[src/rtl/idb_pkg.sv]
// Shared constants and types for the ISA data bridge and cycle sequencer
package idb_pkg;

  // Host clock rate, double-rate clock in MHz
  localparam int         CLK_MHZ     = 100;
  // Host clocks from strobe sample to claim sample
  localparam logic [1:0] CLAIM_DELAY = 2'h2;

  // Backplane cycle length in BCLK cycles: default, and clamp limits for the input
  localparam logic [2:0] LEN_RESET   = 3'h6;
  localparam logic [2:0] LEN_MIN     = 3'h3;
  localparam logic [2:0] LEN_MAX     = 3'h6;

  // Half-BCLK phase where address latch enable is high
  localparam logic [5:0] PH_ALE      = 6'h01;
  // First half-BCLK phase of the command
  localparam logic [5:0] PH_CMD      = 6'h02;
  localparam logic [5:0] PH_SAT      = 6'h3F;

  // Bit positions in the synchronised backplane input vector
  localparam int         SY_BCLK     = 0;
  localparam int         SY_MCS16    = 1;
  localparam int         SY_IOCS16   = 2;
  localparam int         SY_CHRDY    = 3;
  localparam int         SY_ZWS      = 4;
  localparam int         SY_W        = 5;

  // Command bit positions, active high internally
  localparam int         CMD_IOR     = 0;
  localparam int         CMD_IOW     = 1;
  localparam int         CMD_MEMR    = 2;
  localparam int         CMD_MEMW    = 3;

  typedef enum logic [2:0] {
    ST_IDLE,
    ST_CLAIM,
    ST_SYNC,
    ST_CMD,
    ST_DONE,
    ST_WAIT
  } idb_state_t;

endpackage : idb_pkg

[src/rtl/idb_bridge.sv]
// ISA data bridge and backplane cycle sequencer
`timescale 1ns/100ps
module idb_bridge #(
  parameter int DEPTH = 2
) (
  // Clock, reset, enable
  input  wire logic        CLK,
  input  wire logic        RST,
  input  wire logic        CE,
  // Host bus cycle
  input  wire logic        HOST_ADDRESS_STROBE_N,
  input  wire logic        HOST_MEM_IO,
  input  wire logic        HOST_WRITE,
  input  wire logic        LOCAL_CLAIM_N,
  input  wire logic        HOST_READY_IN_N,
  output logic             HOST_READY_OUT_N,
  output logic             NARROW_BUS_SIZE_REQUEST_N,
  output logic             NEXT_ADDRESS_PIPELINE_REQUEST_N,
  output logic             NEXT_ADDRESS_PIPELINE_REQUEST_OE,
  // Host byte enables, two-way
  input  wire logic [3:0]  HOST_BYTE_ENABLE_N_IN,
  output logic      [3:0]  HOST_BYTE_ENABLE_N_OUT,
  output logic             HOST_BYTE_ENABLE_OE,
  // Host data, two-way
  input  wire logic [15:0] HOST_DATA_IN,
  output logic      [15:0] HOST_DATA_OUT,
  output logic             HOST_DATA_OE,
  // Backplane moderators
  input  wire logic        BCLK,
  input  wire logic        MEM_CS16_N,
  input  wire logic        IO_CS16_N,
  input  wire logic        CHANNEL_READY,
  input  wire logic        ZERO_WAIT_N,
  // Backplane data, two-way
  input  wire logic [15:0] SD_IN,
  output logic      [15:0] SD_OUT,
  output logic             SD_OE,
  // Backplane low address, two-way
  input  wire logic [1:0]  BP_ADDR_LOW_IN,
  input  wire logic        LATCHED_BYTE_HIGH_ENABLE_N,
  output logic      [1:0]  BP_ADDR_LOW_OUT,
  output logic             BP_ADDR_LOW_OE,
  // Backplane control
  output logic             ADDRESS_LATCH_ENABLE,
  output logic      [3:0]  BP_CMD_N,
  output logic             BP_CMD_OE,
  // Mode and default length
  input  wire logic        DMA_MODE,
  input  wire logic [2:0]  DEFAULT_CYCLE_BCLKS
);

  localparam int PW = (DEPTH > 1) ? $clog2(DEPTH) : 1;

  typedef struct packed {
    idb_pkg::idb_state_t          st;
    logic [1:0]                   claim_cnt;
    logic [idb_pkg::SY_W-1:0]     s1;
    logic [idb_pkg::SY_W-1:0]     s2;
    logic [idb_pkg::SY_W-1:0]     s3;
    logic [idb_pkg::SY_W-1:0]     filt;
    logic [5:0]                   ph;
    logic                         mem;
    logic                         wr;
    logic                         upper;
    logic                         be_lo;
    logic                         be_hi;
    logic                         second;
    logic                         is16;
    logic                         narrow_bus_size_request_n;
    logic                         na;
    logic [15:0]                  wdata;
    logic [15:0]                  sd_out;
    logic                         sd_oe;
    logic [7:0]                   rd_lo;
    logic [15:0]                  rdata;
    logic                         bale;
    logic                         cmd_on;
    logic [1:0]                   sa;
    logic [3:0]                   dma_be_n;
    logic [DEPTH-1:0][15:0]       bdata;
    logic [PW-1:0]                wp;
    logic [PW-1:0]                rp;
    logic [PW:0]                  cnt;
  } idb_regs_t;

  idb_regs_t q;
  idb_regs_t n;

  // One-hot command for the cycle type
  function automatic logic [3:0] cmd_sel(input logic mem, input logic wr);
    logic [3:0] c;
    c = 4'h0;
    if (mem)
      c[wr ? idb_pkg::CMD_MEMW : idb_pkg::CMD_MEMR] = 1'b1;
    else
      c[wr ? idb_pkg::CMD_IOW : idb_pkg::CMD_IOR] = 1'b1;
    return c;
  endfunction : cmd_sel

  // Byte lanes from low address and high enable; one half only
  function automatic logic [3:0] dma_be(input logic [1:0] a, input logic bhe_n);
    logic [1:0] pair;
    pair = {a[0] | ~bhe_n, ~a[0]};
    return ~(a[1] ? {pair, 2'h0} : {2'h0, pair});
  endfunction : dma_be

  always_comb
  begin
    logic       edge_b;
    logic       rise_b;
    logic       push;
    logic       pop;
    logic       done;
    logic       lo_any;
    logic [2:0] len;
    logic [5:0] ph_nx;
    edge_b = 1'b0;
    rise_b = 1'b0;
    push   = 1'b0;
    pop    = 1'b0;
    done   = 1'b0;
    lo_any = 1'b0;
    len    = DEFAULT_CYCLE_BCLKS;
    ph_nx  = 6'h00;
    n      = q;

    // Pins pass three flops; a level counts once stages two and three agree
    n.s1   = {ZERO_WAIT_N, CHANNEL_READY, IO_CS16_N, MEM_CS16_N, BCLK};
    n.s2   = q.s1;
    n.s3   = q.s2;
    n.filt = (~(q.s2 ^ q.s3) & q.s3) | ((q.s2 ^ q.s3) & q.filt);
    edge_b = n.filt[idb_pkg::SY_BCLK] ^ q.filt[idb_pkg::SY_BCLK];
    rise_b = edge_b & n.filt[idb_pkg::SY_BCLK];

    // Out-of-range settings are clamped rather than trusted
    if (len < idb_pkg::LEN_MIN)
      len = idb_pkg::LEN_MIN;
    else if (len > idb_pkg::LEN_MAX)
      len = idb_pkg::LEN_MAX;

    n.dma_be_n = dma_be(BP_ADDR_LOW_IN, LATCHED_BYTE_HIGH_ENABLE_N);

    pop = (q.cnt != '0) && !HOST_READY_IN_N;

    unique case (q.st)
      idb_pkg::ST_IDLE:
      begin
        if (!DMA_MODE && !HOST_ADDRESS_STROBE_N)
        begin
          lo_any      = ~&HOST_BYTE_ENABLE_N_IN[1:0];
          n.st        = idb_pkg::ST_CLAIM;
          n.claim_cnt = 2'h1;
          n.mem       = HOST_MEM_IO;
          n.wr        = HOST_WRITE;
          n.upper     = ~&HOST_BYTE_ENABLE_N_IN[3:2];
          n.be_lo     = lo_any ? ~HOST_BYTE_ENABLE_N_IN[0] : ~HOST_BYTE_ENABLE_N_IN[2];
          n.be_hi     = lo_any ? ~HOST_BYTE_ENABLE_N_IN[1] : ~HOST_BYTE_ENABLE_N_IN[3];
          n.sa[1]     = ~lo_any;
          n.second    = 1'b0;
        end
      end
      idb_pkg::ST_CLAIM:
      begin
        n.claim_cnt = q.claim_cnt + 2'h1;
        if (q.claim_cnt == idb_pkg::CLAIM_DELAY)
        begin
          if (!LOCAL_CLAIM_N)
            n.st = idb_pkg::ST_IDLE;
          else
          begin
            n.st    = idb_pkg::ST_SYNC;
            n.narrow_bus_size_request_n  = q.upper;
            n.na    = ~q.upper;
            n.wdata = HOST_DATA_IN;
            n.sa[0] = ~q.be_lo;
            // Single high byte goes on both lanes, suiting either width
            n.sd_out = q.be_lo ? HOST_DATA_IN : {2{HOST_DATA_IN[15:8]}};
            n.sd_oe  = q.wr;
          end
        end
      end
      idb_pkg::ST_SYNC:
      begin
        // Rising edge marks half a clock before latch enable
        if (rise_b)
        begin
          n.st = idb_pkg::ST_CMD;
          n.ph = 6'h00;
        end
      end
      idb_pkg::ST_CMD:
      begin
        if (edge_b)
        begin
          ph_nx  = (q.ph == idb_pkg::PH_SAT) ? q.ph : q.ph + 6'h01;
          n.ph   = ph_nx;
          n.bale = (ph_nx == idb_pkg::PH_ALE);
          if (ph_nx == idb_pkg::PH_CMD)
          begin
            n.is16 = q.mem ? ~n.filt[idb_pkg::SY_MCS16] : ~n.filt[idb_pkg::SY_IOCS16];
            n.cmd_on = 1'b1;
          end
          if (q.ph >= idb_pkg::PH_CMD)
          begin
            // Ready low stretches; zero-wait may cut to the minimum
            done = (ph_nx >= {2'h0, len, 1'b0} && q.filt[idb_pkg::SY_CHRDY]) ||
                   (ph_nx >= {2'h0, idb_pkg::LEN_MIN, 1'b0} &&
                    !q.filt[idb_pkg::SY_ZWS]);
          end
          if (done)
          begin
            n.cmd_on = 1'b0;
            if (q.second)
              n.rdata = {SD_IN[7:0], q.rd_lo};
            else if (q.is16)
              n.rdata = SD_IN;
            else
              n.rdata = {2{SD_IN[7:0]}};
            if (!q.second && !q.is16 && q.be_lo && q.be_hi)
            begin
              n.st     = idb_pkg::ST_SYNC;
              n.second = 1'b1;
              n.rd_lo  = SD_IN[7:0];
              n.sa[0]  = 1'b1;
              n.sd_out = {2{q.wdata[15:8]}};
            end
            else
              n.st = idb_pkg::ST_DONE;
          end
        end
      end
      idb_pkg::ST_DONE:
      begin
        n.sd_oe = 1'b0;
        // Stall here while the buffer is full
        if (q.cnt != DEPTH[PW:0])
        begin
          push = 1'b1;
          n.st = idb_pkg::ST_WAIT;
        end
      end
      idb_pkg::ST_WAIT:
      begin
        if (pop)
        begin
          n.st     = idb_pkg::ST_IDLE;
          n.narrow_bus_size_request_n   = 1'b0;
          n.na     = 1'b0;
          n.second = 1'b0;
        end
      end
      default:
        n.st = idb_pkg::ST_IDLE;
    endcase

    if (push)
    begin
      n.bdata[q.wp] = q.rdata;
      n.wp          = (q.wp == PW'(DEPTH - 1)) ? '0 : q.wp + PW'(1);
    end
    if (pop)
      n.rp = (q.rp == PW'(DEPTH - 1)) ? '0 : q.rp + PW'(1);
    if (push && !pop)
      n.cnt = q.cnt + (PW+1)'(1);
    else if (pop && !push)
      n.cnt = q.cnt - (PW+1)'(1);
  end

  always_ff @(posedge CLK)
  begin
    if (RST)
      q <= '0;
    else if (CE)
      q <= n;
  end

  assign HOST_READY_OUT_N                 = (q.cnt == '0);
  assign HOST_DATA_OUT                    = q.bdata[q.rp];
  assign HOST_DATA_OE                     = (q.cnt != '0) && !q.wr;
  assign NARROW_BUS_SIZE_REQUEST_N        = ~q.narrow_bus_size_request_n;
  assign NEXT_ADDRESS_PIPELINE_REQUEST_N  = ~q.na;
  assign NEXT_ADDRESS_PIPELINE_REQUEST_OE = q.na;
  assign HOST_BYTE_ENABLE_N_OUT           = q.dma_be_n;
  assign HOST_BYTE_ENABLE_OE              = DMA_MODE;
  assign SD_OUT                           = q.sd_out;
  assign SD_OE                            = q.sd_oe && !DMA_MODE;
  assign BP_ADDR_LOW_OUT                  = q.sa;
  assign BP_ADDR_LOW_OE                   = !DMA_MODE;
  // Master owns commands; latch enable open for address flow-through
  assign ADDRESS_LATCH_ENABLE             = DMA_MODE | q.bale;
  assign BP_CMD_N                         = ~(q.cmd_on ? cmd_sel(q.mem, q.wr) : 4'h0);
  assign BP_CMD_OE                        = !DMA_MODE;

endmodule : idb_bridge

[config.mk]
export PLATFORM = sky130hd
export DESIGN_NAME = idb_bridge
export DESIGN_NICKNAME = d
export VERILOG_FILES = /design/src/rtl/idb_pkg.sv /design/src/rtl/idb_bridge.sv
export SDC_FILE = /design/constraint.sdc
export NUM_CORES = 1
export LEC_CHECK = 0
export BUFFER_PORTS_ARGS = -buffer_cell sky130_fd_sc_hd__buf_4
export CELL_PAD_IN_SITES_DETAIL_PLACEMENT = 1
export CELL_PAD_IN_SITES_GLOBAL_PLACEMENT = 1
export CORE_MARGIN = 2
export CORE_UTILIZATION = 39
export CTS_BUF_LIST = sky130_fd_sc_hd__clkbuf_16
export DETAILED_ROUTE_END_ITERATION = 8
export PLACE_DENSITY = 0.75
export SYNTH_ARGS = -nofsm -noshare
export SYNTH_HDL_FRONTEND = slang
export SYNTH_SLANG_ARGS = --single-unit
[constraint.sdc]
create_clock -name CLK -period 2.9 [get_ports CLK]
set_input_delay 0.29 -clock CLK [delete_from_list [all_inputs] [get_ports CLK]]
set_output_delay 0.29 -clock CLK [all_outputs]
set_load 0.005 [all_outputs]
# Yosys cells after proc, flatten, opt, wreduce, memory -nomap -nowiden
# Index checks and enable logic that the tools add are counted.
# Widths: inputs -> output; s select.
[totals] register_bits=141 in_bits=56 out_inout_bits=52 elab_cells=214
[op_classes] add_sub_neg=6 order_cmp=12 eq_ne=19 muxes=68 bitwise=23 reduce_logical=55
[op_table] cell="$mux 16" count=8
[op_table] cell="$mux 35" count=2
[op_table] cell="$bwmux 32" count=1
[op_table] cell="$pmux 16 s2" count=1
[op_table] cell="$mux 3" count=9
[op_table] cell="$mux 1" count=24
[op_table] cell="$reduce_and 4->1" count=6
[op_table] cell="$ne 2x2->1 const B" count=10
[op_table] cell="$mux 6" count=3
[op_table] cell="$pmux 3 s6" count=1
[op_table] cell="$demux 16 s1" count=1
[op_table] cell="$reduce_bool 2->1" count=8
[op_table] cell="$logic_and 1x1->1" count=14
[op_table] cell="$reduce_and 7->1" count=2
[op_table] cell="$mux 4" count=3
[op_table] cell="$not 1->1" count=12
[op_table] cell="$pmux 6 s2" count=1
[op_table] cell="$and 5x5->5" count=2
[op_table] cell="$logic_not 1->1" count=10
[op_table] cell="$mux 2" count=5
[op_table] cell="$reduce_and 2->1" count=5
[op_table] cell="$reduce_and 5->1" count=2
[op_table] cell="$reduce_and 3->1" count=3
[op_table] cell="$mux 8" count=1
[op_table] cell="other kinds (38)" count=49

# Longest topological paths before layout
# Gate-level depths: netlist (run 1).
[depth] ltp_word=12 mapped_depth=15 depth_no_buf=12

# Least setup slack after synthesis (run 1)
# No wires, ideal clock.
[synth_timing] path_type="register to register" startpoint="register q[110] (netlist name)" endpoint="register q[50] (netlist name)" setup_time_ns=0.116 t_arrival_ns=2.992 t_required_ns=2.784 setup_slack_ns=-0.208 stages_incl_launch_ff=15 path_buffers=3 synth_period_minus_slack_ns=3.108 path_cell_list="dfxtp_1 > ha_1 > and3_1 > nand3_2 > o21ai_0 > a21o_1 > ha_1 > and3_1 > and3_1 > o311a_1 > buf_2 > o21a_1 > buf_6 > buf_6 > o211a_1"
[synth_via] elab_chain_len=9 elab_cells_between_ends=13 classes_between="1 x add/sub; 3 x order compare; 1 x eq/ne; 4 x mux; 4 x reduce/logical"
[synth_rtl] item="start: declaration" line="idb_bridge.sv:86" source="idb_regs_t q;"
[synth_rtl] item="start signal: assignment" line="idb_bridge.sv:274" source="q <= n;"
[synth_rtl] item="$add 6x1->6 / $eq 6x6->1 (equally long branches)" line="idb_bridge.sv:195" source="ph_nx = (q.ph == idb_pkg::PH_SAT) ? q.ph : q.ph + 6'h01;"
[synth_rtl] item="$mux 6" line="idb_bridge.sv:195"
[synth_rtl] item="$ge 6x4->1 / $ge 6x3->1 (equally long branches)" line="idb_bridge.sv:206, idb_bridge.sv:207"
[synth_rtl] item="$logic_and 1x1->1, on equally long branches" line="idb_bridge.sv:206, idb_bridge.sv:207"
[synth_rtl] item="$logic_or 1x1->1" line="idb_bridge.sv:206" source="done = (ph_nx >= {2'h0, len, 1'b0} && q.filt[idb_pkg::SY_CHRDY]) ||"
[synth_rtl] item="$mux 1 *" line="idb_bridge.sv:203" source="if (q.ph >= idb_pkg::PH_CMD)"
[synth_rtl] item="$mux 1 *" line="idb_bridge.sv:193" source="if (edge_b)"
[synth_rtl] item="$mux 1 *" line="idb_bridge.sv:145" source="unique case (q.st)"
[synth_rtl] item="$reduce_and 4->1 (no line) *"
# Every way passes the cells marked *; elsewhere a longest branch is shown, timed or not. The select of a mux whose other input is x is not followed.
# A chain may end at the register's enable or synchronous reset.

# Worst setup path after layout (run 1)
[layout_timing] startpoint="register q[111] (netlist name)" endpoint="register q[138] (netlist name)"
[layout_via] elab_chain_len=10 elab_cells_between_ends=14 classes_between="1 x add/sub; 3 x order compare; 2 x eq/ne; 4 x mux; 4 x reduce/logical"
[layout_rtl] item="$add 6x1->6 / $eq 6x6->1 (equally long branches)" line="idb_bridge.sv:195"
[layout_rtl] item="$mux 6" line="idb_bridge.sv:195"
[layout_rtl] item="$ge 6x4->1 / $ge 6x3->1 (equally long branches)" line="idb_bridge.sv:206, idb_bridge.sv:207"
[layout_rtl] item="$logic_and 1x1->1, on equally long branches" line="idb_bridge.sv:206, idb_bridge.sv:207"
[layout_rtl] item="$logic_or 1x1->1" line="idb_bridge.sv:206"
[layout_rtl] item="$mux 1 *" line="idb_bridge.sv:203"
[layout_rtl] item="$mux 1 *" line="idb_bridge.sv:193"
[layout_rtl] item="$mux 1 *" line="idb_bridge.sv:145"
[layout_rtl] item="$ne 2x2->1 (no line) *"
[layout_rtl] item="$reduce_and 8->1 (no line) *"
# Marked as above.

==> results of run 1 <==
area by class of cell:
cell class              count  share of cell area, %
clock buffers              17                   5.10
clock inverters            14                   2.22
inverters                  17                  0.766
multi-input cells         492                   42.6
flip-flops and latches    133                   32.0
well taps                 220                   3.30
repair buffers            147                   14.0
sequential cells by signal, summed over array words and instances (netlist names), named ones only:
signal,count
BP_ADDR_LOW_OUT,2
HOST_BYTE_ENABLE_N_OUT,4
q,98
NEXT_ADDRESS_PIPELINE_REQUEST_OE,1
SD_OUT,16
n,10
metal layers:
layer	GRT usage [%]	vias to the layer above	part of all wire, %
met5	0	-	0
met4	6.91	0	1.6
met3	4.19	27	3.0
met2	38.4	105	51
met1	25.2	2765	44
li1	-	2705	-
Yosys cell counts (6+ instances only):
library cell	count	share of area [%]
a21oi_1	40	3.1
a22oi_1	19	2.2
a311oi_1	6	0.81
and3_1	7	0.67
buf_1	6	0.35
buf_4	24	2.8
buf_6	6	1.0
clkbuf_1	36	2.1
dfxtp_1	133	41
ha_1	10	1.9
inv_1	16	0.92
mux2_2	25	4.3
mux2i_1	72	11
nand2_1	91	5.2
nand3_1	9	0.69
nor2_1	80	4.6
nor3_1	6	0.46
o211a_1	17	2.6
o211ai_1	17	2.0
o21ai_0	8	0.61
o221a_1	9	1.6
o221a_2	8	1.4
worst max-delay path by stage:
stage           start         to  slack, ps
2_1_floorplan  q[110]      q[50]         10
3_3_place_gp   q[111]  SD_OUT[5]        -80
3_5_place_dp   q[111]      q[64]       -260
4_1_cts        q[111]      q[49]          4
5_1_grt        q[110]  SD_OUT[2]        -70
6_report       q[111]     q[138]         30
placed cells by master, fill, tap and decap left out, drive strengths merged, types with 4 or more instances in the layout:
master  instances
dfxtp         133
nor2           82
nand2          91
o211a          17
inv            21
xor2            4
ha             10
o211ai         17
a22oi          19
bufinv          4
nand3          10
mux2           25
buf           146
a21oi          41
nor2b           4
nand3b          4
a311oi          6
nand2b          4
nor3            6
clkinv          4
a21o            4
o221a          17
o21ai           9
clkbuf         18
mux2i          72
and3            7
kinds of logic (layout without fill, tap and decap cells):
logic type | count (synthesis) | in the layout
xor gates and xnor gates | 6 | 6
DFF | 133 | 133
and+or+nand+nor | 228 | 228
muxes | 97 | 97
AOI/OAI and AO/OA | 148 | 148
adders and majority gates | 13 | 13
buffers and inverters | 92 | 195
power groups by stage:
stage                     sequential (mW)  combinational, mW  clock, mW
final                                1.88              0.279       2.26
after global routing                 1.88              0.305       2.37
after CTS                            1.88              0.273       2.29
after detailed placement             1.92              0.269          0
after global placement               1.92              0.260          0
after floorplan                      1.91              0.165          0
critical path: stages (launching register included):
cell and delay, ps:
dfxtp_2 330, ha_4 160, buf_6 120, and2_4 160
a21oi_4 200, ha_4 230, nor2b_4 120, o21ai_2 150
o211ai_1 140, buf_4 170, o311a_4 420, buf_4 160
o21ai_2 210, mux2i_1 230
what timing repair did:
item	CTS	global route
buffers inserted	3	8
cloned	0	2
setup endpoints to repair	43	43
pin swaps	2	9
gates resized for setup	5	30
==> metrics.yaml, run 1 <==
ir_drop_v: 0.000448
die_y_um: 133
hpwlAfterDp_um: 12800
drive_gt1_share_pct: 29.5
cts.sinks: 133
fin_setup_tns_ps: 0
final-max-slew-violation-count: 0
ant_nets: 0
htreeDepth: 4
grt_pass1_wl_um: 30200
place_ws_ps: -263
status: "finished, final reports clean"
setup_viol: 0
comb_power_share_pct: 6.3
async_flop_share_pct: 0
syn-num-nets: 783
crit_required_ps: 3240
clk_pin_slew_worst_paths_ps: 60
r2r_slack_ps: 30
yosysSeqAreaShare_pct: 40.9
place_area_um2: 7410
skew_ps: 6.90
initial_core_util_pct: 39.6
switchingPower_uw: 996
gp_congestion: 0.876
power_mw: 4.42
powerDensity_nw_per_um2: 530
regArea_um2: 2670
slew_headroom_pct: 38.6
grt_usage_pct: 21.3
fin_crit_ps: 2870
wl_um: 19300
synth_seq_cells: 133
io_buffer_count: 107
syn_area_um2: 6520
internal-power_mw: 3.42
timing.hold.ws_ps: 88.9
hold_depth: 2
synth-compound-area-share_pct: 17.2
place_inst: 996
grt_max_degree: 56
synth-simple-area-share_pct: 15.9
crit_path_start_kind: "register"
insertedDiodeCount: 0
worst_pin_slew_ps: 920
cp.arrival_ps: 3220
numCtsBuffers: 17
timing.max_cap.violations: 0
via_per_inst: 5.39
fin_ws_ps: 26.8
synthCells: 717
swShare_pct: 22.6
clock.fmax_mhz: 348
vias: 5602
drc: 0
grt.overflow.total: 0
fin_crit_sh_pct: 99.1
stdcell_count: 1040
holdBufCountCts: 0
core_um2: 16500
drtPass1Iterations: 6
die_x_um: 133
io_pins: 108
utilization_pct: 50.6
path_max_fanout: 5
min_from: "BP_ADDR_LOW_IN[1]"
min_to: "HOST_BYTE_ENABLE_N_OUT[2]"
synth-xor-area-share_pct: 0.806
cts-root-buf: "clkbuf_16"
multi_input_area_um2: 3550
syn_to_final_growth_pct: 27.9
critical_path_class: "reg -> reg"
synth.distinct_cells: 63
dieArea_um2: 17800
synth-main-ff-cell: "dfxtp_1"
rows: 47
synth-edff-count: 0
r2r_start: "q[111]"
synth_area_per_cell_um2: 9.09
p_leak_nw: 3.55
final_cell_area_um2: 8340
r2r_end: "q[138]"
grt_pass1_vias: 5949
cp-end-kind: "register"
antenna_found_initial: 0
clkPwrFrac_pct: 51.1
wl_per_cell_um: 18.6
seqPwrFrac_pct: 42.6
fill_cells: 1862
insertion_delay_ps: 420
synthMuxAreaShare_pct: 15.4
hold_path_class: "in -> reg"
drt_iter0_markers: 302
cts_buffer_depth: 2
synthAdderAreaFrac_pct: 2.38
synth_top_family_by_area: "compound AO/OA/AOI/OAI gates"
reg2reg_depth: 13
nets: 874
cts_tree: "built"
hold_violations: 0
yosysWarnings: 0
No activity file was read; power rests on OpenSTA's default activity.
==> run 2, diff against run 1 <==
==> constraint.sdc (replaced) <==
create_clock -name CLK -period 2.9 [get_ports CLK]
set_input_delay 0.435 -clock CLK [delete_from_list [all_inputs] [get_ports CLK]]
set_output_delay 0.435 -clock CLK [all_outputs]
set_load 0.005 [all_outputs]
==> run 2 against run 1 <==
  * Register-to-register slack better by 100 ps
  * Clock skew hardly changed
  * Flip-flop and latch count stayed put
  * Die area stayed put
  * Highest routed layer unchanged
==> metrics.yaml, run 2 (synthesis results as in run 1) <==
status: "finished, final reports clean"
fill_cells: 1881  # +1.0%
path_max_fanout: 17  # +12
syn_to_final_growth_pct: 25.5
clkPwrFrac_pct: 50.6  # -0.5 points
cts-root-buf: "clkbuf_16"
grt_usage_pct: 21.3  # +0.062 points
slew_headroom_pct: 37.2  # -1.4 points
fin_setup_tns_ps: 0  # unchanged
cts.sinks: 133  # unchanged
clk_pin_slew_worst_paths_ps: 60  # about the same
via_per_inst: 5.44  # +0.99%
largest_register_ffs: 98  # unchanged
die_x_um: 133  # unchanged
internal-power_mw: 3.34  # -2.2%
rows: 47  # unchanged
skew_ps: 7.13  # +0.237 ps
critical_path_class: "reg -> reg"
switchingPower_mw: 1.02  # +2.0%
min_from: "BP_ADDR_LOW_IN[1]"
drc: 0  # unchanged
worst_pin_slew_ps: 941  # +20.7 ps
cp.arrival_ps: 3080  # -140 ps
crit_path_start_kind: "register"
drt_iter0_markers: 264  # -13%
cts_buffer_depth: 2  # unchanged
startpoint: "q[111]"
grt_pass1_vias: 5963  # +0.24%
vias: 5625  # +0.41%
layout_commonest_cell: "buf_4"
hold_violations: 0  # unchanged
grt_pass1_wl_um: 30400  # +0.57%
timing.max_cap.violations: 0  # unchanged
utilization_pct: 49.7  # -0.95 points
r2r_start: "q[111]"
hold_path_class: "in -> reg"
insertedDiodeCount: 0  # unchanged
grt_max_degree: 56  # unchanged
nets: 867  # -0.80%
seqPwrFrac_pct: 43.1  # +0.5 points
grt.overflow.total: 0  # unchanged
insertion_delay_ps: 420  # about the same
multi_input_area_um2: 3480  # -2.1%
fin_ws_ps: 127  # +99.8 ps
place_ws_ps: -266  # -2.77 ps
clock.fmax_mhz: 361  # +3.6%
core_um2: 16500  # unchanged
crit_required_ps: 3210  # -30 ps
initial_core_util_pct: 39.6  # unchanged
wl_per_cell_um: 18.3  # -1.6%
fin_crit_ps: 2770  # -99.8 ps
fin_crit_sh_pct: 95.6  # -3.4 points
cp_cell_sequence: "ha_4, and3_4, nand3_4, o21ai_1, a21o_1, ha_1, and3_1, and3_1, o311ai_2, buf_4, a21boi_4, buf_12, o221a_2"
wl_um: 18900  # -2.2%
final-max-slew-violation-count: 0  # unchanged
stdcell_count: 1034  # -0.58%
swShare_pct: 23.3  # +0.74 points
p_leak_nw: 3.49  # -1.8%
comb_power_share_pct: 6.3  # about the same
top_register: "q"
regArea_um2: 2670  # unchanged
cp-end-kind: "register"
ir_drop_v: 0.000396  # -12%
powerDensity_nw_per_um2: 533  # +0.62%
place_inst: 997  # +0.10%
io_pins: 108  # unchanged
hpwlAfterDp_um: 12900  # +0.61%
cts_tree: "built"
cp_common_cell: "and3_1"
drive_gt1_share_pct: 28.5  # -1.0 points
holdBufCountCts: 0  # unchanged
max_stage_delay_ps: 330  # -90 ps
layout_common_cells: "buf_4, dfxtp_1, nand2_1"
setup_viol: 0  # unchanged
gp_congestion: 0.873  # -0.35%
htreeDepth: 4  # unchanged
drtPass1Iterations: 4  # -2
critPathSlowestCell: "dfxtp_2"
numCtsBuffers: 17  # unchanged
die_y_um: 133  # unchanged
io_buffer_count: 107  # unchanged
antenna_found_initial: 0  # unchanged
ant_nets: 0  # unchanged
dieArea_um2: 17800  # unchanged
## run 2: worst paths after layout
| path | cells past startpoint | slack, ps | end |
|---|---|---|---|
| setup / recovery | 13 | 130 | SD_OUT[1] |
| hold / removal | 2 | 240 | HOST_BYTE_ENABLE_N_OUT[2] |
| setup reg to reg | 13 | 130 | SD_OUT[1] |
| hold reg to reg | 2 | 460 | q[7] |
## run 2: layout make-up
class,instances,area share [%]
inverter,17,0.780
clock buffer,17,5.20
multi-input combinational,492,42.5
sequential,133,32.6
tap,220,3.37
clock inverter,15,2.16
timing repair buffer,140,13.4
## run 2: worst max-delay path, delay by kind of cell, from the launching register on
family,cells,cell delay [ps]
AOI/OAI and AO/OA,5,850
DFF,1,330
adders and majority gates,2,470
and+or+nand+nor,4,660
buffers and inverters,2,340
## run 2: power groups by stage
stage                     Clock (mW)  Combinational [mW]  Sequential (mW)
final                           2.21               0.274             1.88
after global routing            2.35               0.299             1.88
after CTS                       2.25               0.271             1.88
after detailed placement           0               0.269             1.92
after global placement             0               0.260             1.92
after floorplan                    0               0.165             1.91
## run 2: per-layer routing
metal,GRT usage [%],up-vias,part of all wire (%)
li1,-,2686,-
met1,25.3,2807,44
met2,38.3,110,51
met3,4.49,22,3.4
met4,6.91,0,1.6
met5,0,-,0
## run 2: stage by stage
step                power, mW  instance area, µm²  hold slack (ps)
floorplan                2.07                6550              434
global placement         2.18                7420              440
detailed placement       2.19                7420              453
CTS                      4.40                8040              218
global route             4.53                8180              226
finish                   4.36                8180              236
## run 2: what timing repair did
item | in CTS | in global routing
buffers inserted | 0 | 5
endpoints found under the setup margin | 43 | 43
cloned | 0 | 0
resized for setup | 4 | 12
pin swaps | 1 | 10
